`config.mk`:
```
export PLATFORM = sky130hd
export DESIGN_NAME = encoder_pulse_divider
export DESIGN_NICKNAME = d
export VERILOG_FILES = /design/src/include/enc_div_pkg.sv /design/src/design/encoder_pulse_divider.sv /design/src/design/edge_filter.sv
export SDC_FILE = /design/constraint.sdc
export NUM_CORES = 1
export LEC_CHECK = 0
export BUFFER_PORTS_ARGS = -buffer_cell sky130_fd_sc_hd__buf_2
export CAP_MARGIN = 40
export CORE_MARGIN = 5
export CORE_UTILIZATION = 40
export CTS_BUF_LIST = sky130_fd_sc_hd__clkbuf_2 sky130_fd_sc_hd__clkbuf_4 sky130_fd_sc_hd__clkbuf_8
export DETAILED_ROUTE_END_ITERATION = 10
export SYNTH_ARGS = -nofsm -noshare
export SYNTH_HDL_FRONTEND = slang
export SYNTH_SLANG_ARGS = --single-unit
```
`constraint.sdc`:
```
create_clock -name pclk -period 7.9 [get_ports pclk]
set_clock_uncertainty 0.1 [all_clocks]
set_input_delay 0.395 -clock pclk [delete_from_list [all_inputs] [get_ports pclk]]
set_output_delay 0.395 -clock pclk [all_outputs]
set_load 0.005 [all_outputs]
```
`src/include/enc_div_pkg.sv`:
```
// constants, register map and ratio decoding for the encoder pulse divider
package enc_div_pkg;

    // =====================================================================
    // register map (printed offsets are word indices)
    // =====================================================================
    localparam int unsigned ADDR_W = 17;
    localparam logic [14:0] RATIO_IDX = 15'h7320;
    localparam logic [14:0] FILTER_IDX = 15'h7321;
    localparam logic [14:0] STATUS_IDX = 15'h7322;
    localparam logic [14:0] STEP_IDX = 15'h7323;
    localparam logic [ADDR_W-1:0] RATIO_ADDR = {RATIO_IDX, 2'b00};
    localparam logic [ADDR_W-1:0] FILTER_ADDR = {FILTER_IDX, 2'b00};
    localparam logic [ADDR_W-1:0] STATUS_ADDR = {STATUS_IDX, 2'b00};
    localparam logic [ADDR_W-1:0] STEP_ADDR = {STEP_IDX, 2'b00};

    // =====================================================================
    // field layout and reset values
    // =====================================================================
    localparam int unsigned FILT_W = 4;
    localparam logic [15:0] RATIO_RESET = 16'h0001;
    localparam logic [FILT_W-1:0] FILTER_RESET = 4'h0;
    localparam logic [15:0] FILTER_MAX = 16'h000F;
    localparam int unsigned STEP_UP_BIT = 0;
    localparam int unsigned STEP_DOWN_BIT = 1;
    localparam int unsigned STAT_PRESENT_BIT = 0;
    localparam int unsigned STAT_REJECT_BIT = 1;

    // =====================================================================
    // ratio coding: value = n * 1000 + m
    // =====================================================================
    localparam logic [15:0] THOUSAND = 16'h03E8;
    localparam logic [15:0] M_MIN = 16'h0001;
    localparam logic [15:0] M_MAX = 16'h0080;
    localparam logic [15:0] N1_MIN = 16'h03EA;
    localparam logic [15:0] RATIO_MAX = 16'h0468;

    function automatic logic ratio_legal(input logic [15:0] v);
        return (v >= M_MIN && v <= M_MAX) || (v >= N1_MIN && v <= RATIO_MAX);
    endfunction

    function automatic logic [1:0] ratio_num(input logic [15:0] v);
        return (v >= THOUSAND) ? 2'h2 : 2'h1;
    endfunction

    function automatic logic [7:0] ratio_den(input logic [15:0] v);
        logic [15:0] m;
        m = (v >= THOUSAND) ? v - THOUSAND : v;
        return m[7:0];
    endfunction

    function automatic logic [15:0] ratio_up(input logic [15:0] v);
        if (v == M_MAX) begin
            return N1_MIN;
        end
        return (v >= RATIO_MAX) ? RATIO_MAX : v + M_MIN;
    endfunction

    function automatic logic [15:0] ratio_down(input logic [15:0] v);
        if (v == N1_MIN) begin
            return M_MAX;
        end
        return (v <= M_MIN) ? M_MIN : v - M_MIN;
    endfunction

endpackage

```
`src/design/encoder_pulse_divider.sv`:
```
// encoder pulse divider with apb registers and quadrature-preserving output
//
// The APB slave port was chosen for this implementation.
`timescale 1ns/1ps
module encoder_pulse_divider (
    // clock and reset
    input wire logic pclk,
    input wire logic presetn,
    // apb slave
    input wire logic psel,
    input wire logic penable,
    input wire logic pwrite,
    input wire logic [enc_div_pkg::ADDR_W-1:0] paddr,
    input wire logic [31:0] pwdata,
    output logic [31:0] prdata,
    output logic pready,
    output logic pslverr,
    // option hardware
    input wire logic option_present,
    // encoder phases in
    input wire logic phase_a_pulse_in,
    input wire logic phase_b_pulse_in,
    // divided phases out
    output logic divided_phase_a_out,
    output logic divided_phase_b_out
);

    // =====================================================================
    // registers and bus decode
    // =====================================================================
    logic [15:0] ratio_q;
    logic [enc_div_pkg::FILT_W-1:0] filter_q;
    logic reject_q;
    logic access;
    logic prepare;
    logic commit;
    logic wr_ratio;
    logic wr_filter;
    logic wr_status;
    logic wr_step;
    logic ratio_ok;
    logic filter_ok;
    logic mapped;
    logic [31:0] rd_value;

    assign access = psel & penable;
    assign prepare = access & ~pready;
    assign commit = access & pready & pwrite;
    assign wr_ratio = commit && paddr == enc_div_pkg::RATIO_ADDR;
    assign wr_filter = commit && paddr == enc_div_pkg::FILTER_ADDR;
    assign wr_status = commit && paddr == enc_div_pkg::STATUS_ADDR;
    assign wr_step = commit && paddr == enc_div_pkg::STEP_ADDR;
    assign ratio_ok = pwdata[31:16] == 16'h0000 && enc_div_pkg::ratio_legal(pwdata[15:0]);
    assign filter_ok = pwdata[31:16] == 16'h0000 && pwdata[15:0] <= enc_div_pkg::FILTER_MAX;

    always_comb begin
        rd_value = 32'h0000_0000;
        mapped = 1'b1;
        case (paddr)
            enc_div_pkg::RATIO_ADDR: begin
                rd_value[15:0] = ratio_q;
            end
            enc_div_pkg::FILTER_ADDR: begin
                rd_value[enc_div_pkg::FILT_W-1:0] = filter_q;
            end
            enc_div_pkg::STATUS_ADDR: begin
                rd_value[enc_div_pkg::STAT_PRESENT_BIT] = option_present;
                rd_value[enc_div_pkg::STAT_REJECT_BIT] = reject_q;
            end
            enc_div_pkg::STEP_ADDR: begin
                rd_value = 32'h0000_0000;
            end
            default: begin
                mapped = 1'b0;
            end
        endcase
    end

    // one wait state: ready rises in the second access cycle
    always_ff @(posedge pclk or negedge presetn) begin
        if (!presetn) begin
            pready <= 1'b0;
            prdata <= 32'h0000_0000;
            pslverr <= 1'b0;
        end else begin
            pready <= prepare;
            prdata <= (prepare && !pwrite) ? rd_value : 32'h0000_0000;
            pslverr <= prepare && (!mapped || (pwrite && paddr == enc_div_pkg::RATIO_ADDR && !ratio_ok)
                                   || (pwrite && paddr == enc_div_pkg::FILTER_ADDR && !filter_ok));
        end
    end

    always_ff @(posedge pclk or negedge presetn) begin
        if (!presetn) begin
            ratio_q <= enc_div_pkg::RATIO_RESET;
        end else if (wr_ratio && ratio_ok) begin
            ratio_q <= pwdata[15:0];
        end else if (wr_step && pwdata[enc_div_pkg::STEP_UP_BIT]) begin
            ratio_q <= enc_div_pkg::ratio_up(ratio_q);
        end else if (wr_step && pwdata[enc_div_pkg::STEP_DOWN_BIT]) begin
            ratio_q <= enc_div_pkg::ratio_down(ratio_q);
        end
    end

    always_ff @(posedge pclk or negedge presetn) begin
        if (!presetn) begin
            filter_q <= enc_div_pkg::FILTER_RESET;
        end else if (wr_filter && filter_ok) begin
            filter_q <= pwdata[enc_div_pkg::FILT_W-1:0];
        end
    end

    // rejected write flag, set wins over write-one-to-clear
    always_ff @(posedge pclk or negedge presetn) begin
        if (!presetn) begin
            reject_q <= 1'b0;
        end else if ((wr_ratio && !ratio_ok) || (wr_filter && !filter_ok)) begin
            reject_q <= 1'b1;
        end else if (wr_status && pwdata[enc_div_pkg::STAT_REJECT_BIT]) begin
            reject_q <= 1'b0;
        end
    end

    // =====================================================================
    // input filtering
    // =====================================================================
    logic [1:0] phase_raw;
    logic [1:0] phase_filt;

    assign phase_raw = {phase_b_pulse_in, phase_a_pulse_in};

    generate
        for (genvar i = 0; i < 2; i++) begin : g_filt
            edge_filter #(
                .CNT_W(enc_div_pkg::FILT_W)
            ) u_filt (
                .pclk(pclk),
                .presetn(presetn),
                .sample_in(phase_raw[i]),
                .setting(filter_q),
                .stable_out(phase_filt[i])
            );
        end
    endgenerate

    // =====================================================================
    // quadrature step counting and division
    // =====================================================================
    logic [1:0] prev_pos_q;
    logic [1:0] in_pos;
    logic [1:0] in_diff;
    logic [1:0] out_pos;
    logic [1:0] out_next;
    logic step_fwd;
    logic step_rev;
    logic out_fwd;
    logic out_rev;
    logic signed [9:0] acc_q;
    logic signed [9:0] acc_d;
    logic signed [9:0] sum;
    logic signed [9:0] num_s;
    logic signed [9:0] den_s;

    // gray phase to position: forward is 00,01,11,10 on {a,b}
    assign in_pos = {phase_filt[0], phase_filt[0] ^ phase_filt[1]};
    assign in_diff = in_pos - prev_pos_q;
    assign step_fwd = in_diff == 2'h1;
    assign step_rev = in_diff == 2'h3;
    assign out_pos = {divided_phase_a_out, divided_phase_a_out ^ divided_phase_b_out};
    assign num_s = $signed({8'h00, enc_div_pkg::ratio_num(ratio_q)});
    assign den_s = $signed({2'b00, enc_div_pkg::ratio_den(ratio_q)});

    always_comb begin
        acc_d = acc_q;
        sum = acc_q;
        out_fwd = 1'b0;
        out_rev = 1'b0;
        if (step_fwd) begin
            sum = acc_q + num_s;
            if (sum >= den_s) begin
                acc_d = sum - den_s;
                out_fwd = 1'b1;
            end else begin
                acc_d = sum;
            end
        end else if (step_rev) begin
            sum = acc_q - num_s;
            if (sum <= -den_s) begin
                acc_d = sum + den_s;
                out_rev = 1'b1;
            end else begin
                acc_d = sum;
            end
        end
    end

    // output moves one step in the direction of the input step
    assign out_next = out_fwd ? out_pos + 2'h1 : (out_rev ? out_pos - 2'h1 : out_pos);

    always_ff @(posedge pclk or negedge presetn) begin
        if (!presetn) begin
            prev_pos_q <= 2'h0;
        end else begin
            prev_pos_q <= in_pos;
        end
    end

    always_ff @(posedge pclk or negedge presetn) begin
        if (!presetn) begin
            acc_q <= '0;
        end else if (!option_present || wr_ratio || wr_step) begin
            acc_q <= '0;
        end else begin
            acc_q <= acc_d;
        end
    end

    always_ff @(posedge pclk or negedge presetn) begin
        if (!presetn) begin
            divided_phase_a_out <= 1'b0;
            divided_phase_b_out <= 1'b0;
        end else if (!option_present) begin
            divided_phase_a_out <= 1'b0;
            divided_phase_b_out <= 1'b0;
        end else begin
            divided_phase_a_out <= out_next[1];
            divided_phase_b_out <= out_next[1] ^ out_next[0];
        end
    end
endmodule // encoder_pulse_divider

```
`src/design/edge_filter.sv`:
```
// stability filter for one encoder phase
`timescale 1ns/1ps
module edge_filter #(
    parameter int unsigned CNT_W = 4
) (
    // clock and reset
    input wire logic pclk,
    input wire logic presetn,
    // sample and setting
    input wire logic sample_in,
    input wire logic [CNT_W-1:0] setting,
    // filtered level
    output logic stable_out
);

    logic [CNT_W-1:0] cnt_q;

    // a new level passes once it has differed for setting+1 samples
    always_ff @(posedge pclk or negedge presetn) begin
        if (!presetn) begin
            stable_out <= 1'b0;
            cnt_q <= '0;
        end else if (sample_in == stable_out) begin
            cnt_q <= '0;
        end else if (cnt_q >= setting) begin
            stable_out <= sample_in;
            cnt_q <= '0;
        end else begin
            cnt_q <= cnt_q + 1'b1;
        end
    end
endmodule // edge_filter

```
; Word-level counts from Yosys, hierarchy flattened
; Cells that the tools add are included.
[totals]
regBits = 63
latchBits = 0
mem_bits_rw = 0
mem_bits_ro = 0
in_bits = 57
output_inout_bits = 36
wordCells = 141
memories = 0
[op_classes]
n_addsub = 13
n_mul = 0
div = 0
n_lt_le_gt_ge = 12
n_eq_ne = 10
shifts = 0
muxes = 43
bitwise = 10
reduce_logical = 39
[ops]
columns = operator, count
row1 = 2-to-1 mux 16 bit, 10
row2 = == test 17 bit (second input constant), 4
row3 = 2-to-1 mux 10 bit, 5
row4 = greater-or-equal comparator 16 x 10 -> 1 bit (second input constant), 2
row5 = logical AND 1 bit, 21
row6 = 2-to-1 mux 1 bit, 17
row7 = adder 16 x 1 -> 16 bit (second input constant), 1
row8 = == test 16 x 10 -> 1 bit (second input constant), 1
row9 = == test 16 x 8 -> 1 bit (second input constant), 1
row10 = greater-or-equal comparator 16 x 1 -> 1 bit (second input constant), 1
row11 = greater-or-equal comparator 16 x 11 -> 1 bit (second input constant), 1
row12 = <= comparator 16 x 1 -> 1 bit (second input constant), 1
row13 = <= comparator 16 x 11 -> 1 bit (second input constant), 1
row14 = <= comparator 16 x 4 -> 1 bit (second input constant), 1
row15 = <= comparator 16 x 8 -> 1 bit (second input constant), 1
row16 = zero test 16 bit, 1
row17 = 2-to-1 mux 4 bit, 4
row18 = subtractor 16 x 1 -> 16 bit (second input constant), 1
row19 = 2-to-1 mux 12 bit, 1
row20 = adder 10 x 3 -> 10 bit, 1
row21 = adder 10 x 9 -> 10 bit, 1
row22 = greater-or-equal comparator 10 x 9 -> 1 bit, 1
row23 = <= comparator 10 bit, 1
row24 = negation 8 -> 10 bit, 1
row25 = 24 further kinds, 47

; Logic depth before layout (Yosys ltp)
; Gate-level depths: netlist of run 1.
[logic_depth]
ltp_word = 12
depth_mapped = 22
mapped_depth_nobuf = 21

; Modules after synthesis
; Synthesis of run 1 repeated with hierarchy kept, for this count alone.
[unflattened]
hier_cells = 692
hier_area_um2 = 5780.5
[by_module_without_submodules]
columns = mod, n_inst, cells_per_inst, area_per_inst_um2, seq_area_each_um2
row1 = encoder_pulse_divider, 1, 632, 5122.4, 1327.5
row2 = edge_filter, 2, 30, 329.1, 125.1

; Least setup slack after synthesis of run 1
; No wires, ideal clock.
[synth_path]
path_kind = reg2reg
startpoint = register ratio_q[4]
endpoint = register acc_q[0]
setup_time_ns = 0.079
arrival_time_ns = 4.652
required_ns = 7.721
setup_slack_ns = 3.068
stages_incl_launch_ff = 20
n_path_buf = 0
period_less_slack_ns = 4.832
cell_sequence = dfrtp_1 > inv_1 > ha_1 > nor4b_1 > o211ai_1 > nand2_1 > inv_1 > ha_1 > or4_4 > nor3_1 > xor2_1 > ha_1 > a22o_1 > nor4_1 > o221ai_1 > a21oi_1 > o21ai_0 > a211o_1 > a311o_1 > a21oi_1
[synth_between]
elab_chain_cells = 8
elab_cells_between_ends = 16
classes_between = add/sub: 6 / order compare: 3 / mux: 7
[synth_lines]
columns = item, line_no
row1 = start: declaration, encoder_pulse_divider.sv:31  ; logic [15:0] ratio_q;
row2 = start signal: assignment, encoder_pulse_divider.sv:95  ; ratio_q <= enc_div_pkg::RATIO_RESET;
row3 = start signal: assignment, encoder_pulse_divider.sv:97  ; ratio_q <= pwdata[15:0];
row4 = start signal: assignment, encoder_pulse_divider.sv:99  ; ratio_q <= enc_div_pkg::ratio_up(ratio_q);
row5 = greater-or-equal comparator 16 x 10 -> 1 bit or subtractor 8 bit (tied branches), "enc_div_pkg.sv:43, enc_div_pkg.sv:48"
row6 = 2-to-1 mux 2 bit or 2-to-1 mux 8 bit (tied branches), "enc_div_pkg.sv:43, enc_div_pkg.sv:48"
row7 = subtractor 10 x 3 -> 10 bit or negation 8 -> 10 bit (tied branches), "encoder_pulse_divider.sv:187, encoder_pulse_divider.sv:188"
row8 = adder 10 x 9 -> 10 bit or <= comparator 10 bit (tied branches), "encoder_pulse_divider.sv:189, encoder_pulse_divider.sv:188"
row9 = 2-to-1 mux 10 bit, encoder_pulse_divider.sv:188  ; if (sum <= -den_s) begin
row10 = 2-to-1 mux 10 bit, encoder_pulse_divider.sv:186  ; end else if (step_rev) begin
row11 = 2-to-1 mux 10 bit *, encoder_pulse_divider.sv:178  ; if (step_fwd) begin
row12 = 2-to-1 mux 10 bit *, encoder_pulse_divider.sv:211  ; end else if (!option_present || wr_ratio || wr_step) begin
row13 = end signal: assignment, encoder_pulse_divider.sv:210  ; acc_q <= '0;
row14 = end signal: assignment, encoder_pulse_divider.sv:212  ; acc_q <= '0;
row15 = end signal: assignment, encoder_pulse_divider.sv:214  ; acc_q <= acc_d;
row16 = end: declaration, encoder_pulse_divider.sv:158  ; logic signed [9:0] acc_q;
; Mark *: on every way between the ends. The rest lies on a longest branch, timed or not. The select of a mux whose other input is x is not followed.
; A chain may end at the register's enable or synchronous reset.

; Worst setup path in the final report of run 1
[layout_path]
startpoint = register ratio_q[3]
endpoint = register acc_q[0]
; Same word-level chain as after synthesis.

==> impl_metrics.yaml, run 1 <==
run_status:
  status: "finished clean"
route:
  vias: 5657
  via_per_inst: 5.77
  drc_errors: 0
  routedWlPerCell_um: 18.0
  ant_nets: 0
  drtIter0Drc: 388
  wl_um: 17700
  drt_pass1_iterations: 5
clock_tree:
  clk_pin_slew_ns: 0.09
  cts_setup_buffers: 0
  cts_made_buffers: 9
  htree_levels: 3
  cts_resized: 0
  clockRootBuffer: "clkbuf_8"
  clkLatencyLatePin_ns: 0.37
  hold_buffers: 1
  cts_tree: "done"
  clkSinkCount: 63
  clockBufferDepth: 2
grt:
  grt_overflow: 0
  grt_max_degree: 52
  grt_first_pass_wirelength_um: 28200
  grt_pass1_vias: 5468
  antenna_found_initial: 0
  grt_use_total: 0.195
synth:
  ys_ff_latch: 63
  ys_seq_area_frac: 0.267
  yosysWarnings: 0
  synth_area_leader_cell: "dfrtp_1"
  synth-edff-count: 0
  async_reset_ff_frac: 1.00
  syn-cell-area_um2: 5910
  synth_cell_types: 72
  synth-main-ff-cell: "dfrtp_1"
  synth_top_area_frac: 0.263
  synth_area_leaders: "dfrtp_1 (26%), ha_1 (10%), nor2_1 (4.3%), xnor2_1 (4.3%), nand2_1 (4.1%)"
  avgSynthCellArea_um2: 8.12
  synth_cells: 727
layout:
  drive_gt1_frac: 0.153
  antenna_cells: 0
  area_growth_syn_to_layout_pct: 11.4
  final_cell_mix: "buf_2 (76), nor2_1 (68), nand2_1 (64)"
  design_area_um2: 6580
  nets: 902
  final_common_cell: "buf_2"
min_path:
  hold_start: "pwdata[6]"
  hold_path.class: "input pin to register"
critical_path:
  startpoint_type: "register"
  crit_required_ns: 8.08
  worstSetupStartpoint: "ratio_q[3]"
  endpoint_kind: "register"
  r2r_start: "ratio_q[3]"
  critPathMaxFanout: 15
  cp.arrival_ns: 6.00
  crit_type: "register to register"
sta:
  rsz0062_at_grt: "false"
  max_slew_margin: 0.462
  finalHoldViolations: 0
  whs_ns: 0.178
  fin_ws_ns: 2.08
  period_needed_ns: 5.82
  worstMarginPinSlew_ns: 0.798
  clock.fmax_ghz: 0.172
  report.final.slew_viol_count: 0
  final.setup.tns_ns: 0
  setup_violations: 0
  min_period_over_period: 0.737
place:
  numPortBuffers: 76
  detailed_place_hpwl_um: 13800
  routabilityCongestion: 0.925
  pre_cts_ws_ns: 2.24
  dpl_cell_area_um2: 6390
floorplan:
  die_w_um: 132
  dieArea_um2: 17300
  start_util: 0.406
  placementRows: 44
  fp.dieH_um: 132
  io_pins: 93
  core-area_um2: 14500
power:
  power_frac_comb: 0.604
  p_per_area_nw_per_um2: 256
  ir_drop_mv: 0.109
  p_seq_frac: 0.234
  clkPwrFrac: 0.161
  internal_power_w: 0.000881
  p_leak_nw: 3.08
  p_sw_w: 0.000806
  p_total_w: 0.00169
  p_sw_frac: 0.478
job:
  drv_cap: 0
cells by family after synthesis:
family / Yosys count / share of synthesized area
and+or+nand+nor: 282 / 0.242
AOI/OAI and AO/OA: 173 / 0.199
buffers and inverters: 87 / 0.0669
DFF: 63 / 0.267
adders and majority gates: 53 / 0.117
xor gates and xnor gates: 50 / 0.0742
muxes: 18 / 0.0328
other: 1 / 0.000635
worst max-delay path, cell delays in order (launching register included):
cell,delay (ns)
dfrtp_1,0.62
ha_1,0.27
nor4b_1,0.35
o211ai_1,0.20
nand2_1,0.28
inv_1,0.20
ha_1,0.24
or4_4,0.43
nor3_1,0.24
xor2_1,0.37
ha_1,0.33
a22o_1,0.24
nor4_1,0.20
o221ai_1,0.23
a21oi_1,0.47
o21ai_0,0.20
a211o_1,0.31
a311o_1,0.31
a21oi_1,0.13
registers in the layout, indices dropped and copies added, names as in the netlist:
| register | flops |
|---|---|
| reject_q | 1 |
| divided_phase_a_out | 1 |
| divided_phase_b_out | 1 |
| filter_q | 4 |
| pready | 1 |
| acc_q | 10 |
| g_filt.u_filt.cnt_q | 8 |
| ratio_q | 16 |
| pslverr | 1 |
| g_filt.u_filt.stable_out | 2 |
| prdata | 16 |
| prev_pos_q | 2 |
stage by stage:
step	cells	util
6_report	981	0.453
4_1_cts	981	0.453
2_1_floorplan	742	-
5_1_grt	981	0.453
3_3_place_gp	963	0.439
3_5_place_dp	964	0.440
synthesized netlist by cell type (all sizes together) (7+ instances only):
cell type  number
a21o           12
nand4          15
inv            43
and2           15
mux2i          10
o31ai          12
nand2          64
mux2            8
buf            21
nor4           12
a21oi          36
xor2           21
dfrtp          62
ha             49
or3             9
clkbuf         23
and3           11
o21a           11
xnor2          29
nor3           28
o21ai          37
nand3          24
nor2           68
nand2b          7
power by group through the flow:
stage	logic [W]	clock network [W]	registers, W
3_5_place_dp	0.00100	0	0.000400
4_1_cts	0.00101	0.000279	0.000395
5_1_grt	0.00112	0.000290	0.000401
6_report	0.00102	0.000272	0.000395
2_1_floorplan	0.000772	0	0.000373
3_3_place_gp	0.000988	0	0.000399
metal layers:
metal  vias up  global-route usage  wire length [µm]
met2       168               0.324              8540
met3        33              0.0340               905
li1       2716                   -                 -
met1      2740               0.261              7910
met5         -                   0                 0
met4         0              0.0577               297
final timing paths:
path	end	slack, ns	cells past startpoint
hold reg to reg	g_filt[1].u_filt.cnt_q[0]	0.40	1
min in group asynchronous	divided_phase_a_out	0.34	2
max in group asynchronous	filter_q[1]	6.41	3
setup reg to reg	acc_q[0]	2.08	18
setup / recovery	acc_q[0]	2.08	18
hold / removal	ratio_q[6]	0.18	3
final cells by class:
type,instances,area (µm²)
Fill cell,1435,7960
Multi-Input combinational cell,592,4000
Tap cell,184,230
Timing Repair Buffer,83,435
Sequential cell,63,1580
Clock buffer,9,124
Clock inverter,7,55.1
Inverter,43,161
Note: power is estimated with default switching activity, not from simulation.
==> run 2: changes to the inputs <==
==> constraint.sdc (replaced) <==
create_clock -name pclk -period 5.5 [get_ports pclk]
set_clock_uncertainty 0.1 [all_clocks]
set_input_delay 0.275 -clock pclk [delete_from_list [all_inputs] [get_ports pclk]]
set_output_delay 0.275 -clock pclk [all_outputs]
set_load 0.005 [all_outputs]
==> run 2 against run 1 <==
Compared with the run above:
- the flow now finishes with violations (negative hold slack)
- power increased by 54%
- non-clock buffer count is 10 higher
- cell count rose by 1.0%
- design area grew 2.3%
- first-iteration DRC count increased by 14%
- critical path depth up 1
- die area did not move
==> impl_metrics.yaml, run 2 (synthesis gave the netlist of run 1 again) <==
layout:
  final_util: 0.463
  nFillCells: 1447
  multi_input_area_um2: 4000
  area_growth_syn_to_layout_pct: 13.9
  final_common_cell: "buf_2"
  drive_gt1_frac: 0.166
  largestRegisters: "prdata (16), ratio_q (16), acc_q (10)"
  final_cell_mix: "buf_2 (76), nor2_1 (68), nand2_1 (64)"
  regArea_um2: 1580
  antenna_cells: 0
  nets: 912
critical_path:
  cp_slowest_cell: "or4_1"
  crit_path_frequent_cell: "ha_1"
  worst-path-stages: 19
  crit_buf_inv: 2
  reg2reg_depth: 19
  r2r_start: "ratio_q[4]"
  cp.arrival_ns: 5.43
  path_cells: "inv_1 -> ha_1 -> nor4b_2 -> o211ai_1 -> nand2_1 -> inv_1 -> ha_1 -> or4_4 -> nor3_1 -> xor2_1 -> ha_1 -> a22o_1 -> nor4_1 -> o221ai_1 -> nand2_1 -> nand2b_1 -> o21a_1 -> or4_1 -> nand4_1"
  cpPeakStageDelay_ns: 0.51
  critPathMaxFanout: 8
  worstSetupStartpoint: "ratio_q[4]"
  crit_required_ns: 5.70
  crit_family: "simple AND/OR/NAND/NOR gates"
  startpoint_type: "register"
  endpoint_kind: "register"
  crit_type: "register to register"
grt:
  use_met3: 0.0409
  grtUsageMet1: 0.263
  grt_use_total: 0.199
  grt_overflow: 0
  antenna_found_initial: 0
  grt_first_pass_wirelength_um: 28700
  grt_pass1_vias: 5633
  grt_max_degree: 64
  met2_usage: 0.328
  grt.busiest_layer: "met2"
min_path:
  hold_path.class: "input pin to async pin"
place:
  numPortBuffers: 76
  detailed_place_hpwl_um: 14100
  pre_cts_ws_ns: 0.250
  routabilityCongestion: 0.904
clock_tree:
  clkLatencyLatePin_ns: 0.37
  cts_made_buffers: 9
  clk_pin_slew_ns: 0.09
  htree_levels: 3
  hold_buffers: 0
  cts_tree: "done"
  clkSinkCount: 63
  clockBufferDepth: 2
  clockRootBuffer: "clkbuf_8"
sta:
  worstMarginPinSlew_ns: 0.916
  clock.fmax_ghz: 0.191
  period_needed_ns: 5.23
  whs_ns: -0.0245
  min_period_over_period: 0.951
  fin_ws_ns: 0.268
  setup_violations: 0
  max_slew_margin: 0.387
  report.final.slew_viol_count: 0
  final.setup.tns_ns: 0
  rsz0062_at_grt: "false"
  finalHoldViolations: 10
floorplan:
  io_pins: 93
  fp.dieH_um: 132
  start_util: 0.406
  core-area_um2: 14500
  placementRows: 44
  die_w_um: 132
  dieArea_um2: 17300
route:
  routedWlPerCell_um: 18.1
  drtIter0Drc: 441
  drt_pass1_iterations: 5
  via_per_inst: 5.72
  ant_nets: 0
  vias: 5671
  wl_um: 17900
  drc_errors: 0
power:
  p_leak_nw: 3.18
  ir_drop_mv: 0.169
  p_per_area_nw_per_um2: 387
run_status:
  violations: "negative hold slack"
  status: "finished, violations left"
job:
  drv_cap: 0
[run 2: cell count changes in the layout (fill, tap and decap cells not counted), sizes merged]
| cell | before | now |
|---|---|---|
| clkinv | 2 | 0 |
| dlygate4sd3 | 1 | 0 |
| bufinv | 0 | 3 |
| clkinvlp | 2 | 0 |
| buf | 82 | 93 |
| inv | 46 | 47 |
[run 2: timing repair]
action | 4_1_cts | 5_1_grt
resized for setup | 0 | 1
setup buffers | 0 | 1
hold endpoints to repair | 0 | 0
setup endpoints to repair | 0 | 5
[run 2: through the flow]
| step | instances | total power [W] | area (µm²) |
|---|---|---|---|
| 2_1_floorplan | 742 | 0.00164 | 5960 |
| 6_report | 991 | 0.00260 | 6730 |
| 3_3_place_gp | 974 | 0.00201 | 6460 |
| 4_1_cts | 990 | 0.00257 | 6710 |
| 3_5_place_dp | 974 | 0.00203 | 6460 |
| 5_1_grt | 991 | 0.00277 | 6730 |
[run 2: power by group]
group	switching (W)	total (W)	leakage [nW]	internal [W]
sequential	0.0000687	0.000568	0.843	0.000499
combinational	0.000889	0.00151	2.21	0.000622
clock	0.000219	0.000526	0.125	0.000307
[run 2: area by class of cell]
cell class                      instances  share of cell area
Timing Repair Buffer                   93              0.0755
Inverter                               43              0.0240
Multi-Input combinational cell        592               0.595
Clock buffer                            9              0.0184
Sequential cell                        63               0.235
Tap cell                              184              0.0342
Clock inverter                          7              0.0186
[run 2: final timing paths]
check                                             to  slack (ns)
max                              divided_phase_a_out        0.27
min                                         acc_q[6]       -0.02
max reg2reg                      divided_phase_a_out        0.27
min reg2reg                g_filt[1].u_filt.cnt_q[0]        0.39
max in group asynchronous                  prdata[7]        4.76
min in group pclk                         ratio_q[6]        0.07
[run 2: routing by layer]
metal  wire [µm]  vias up
met2        8510      181
met4         397        0
met3         894       33
li1            -     2737
met5           0        -
met1        8100     2720
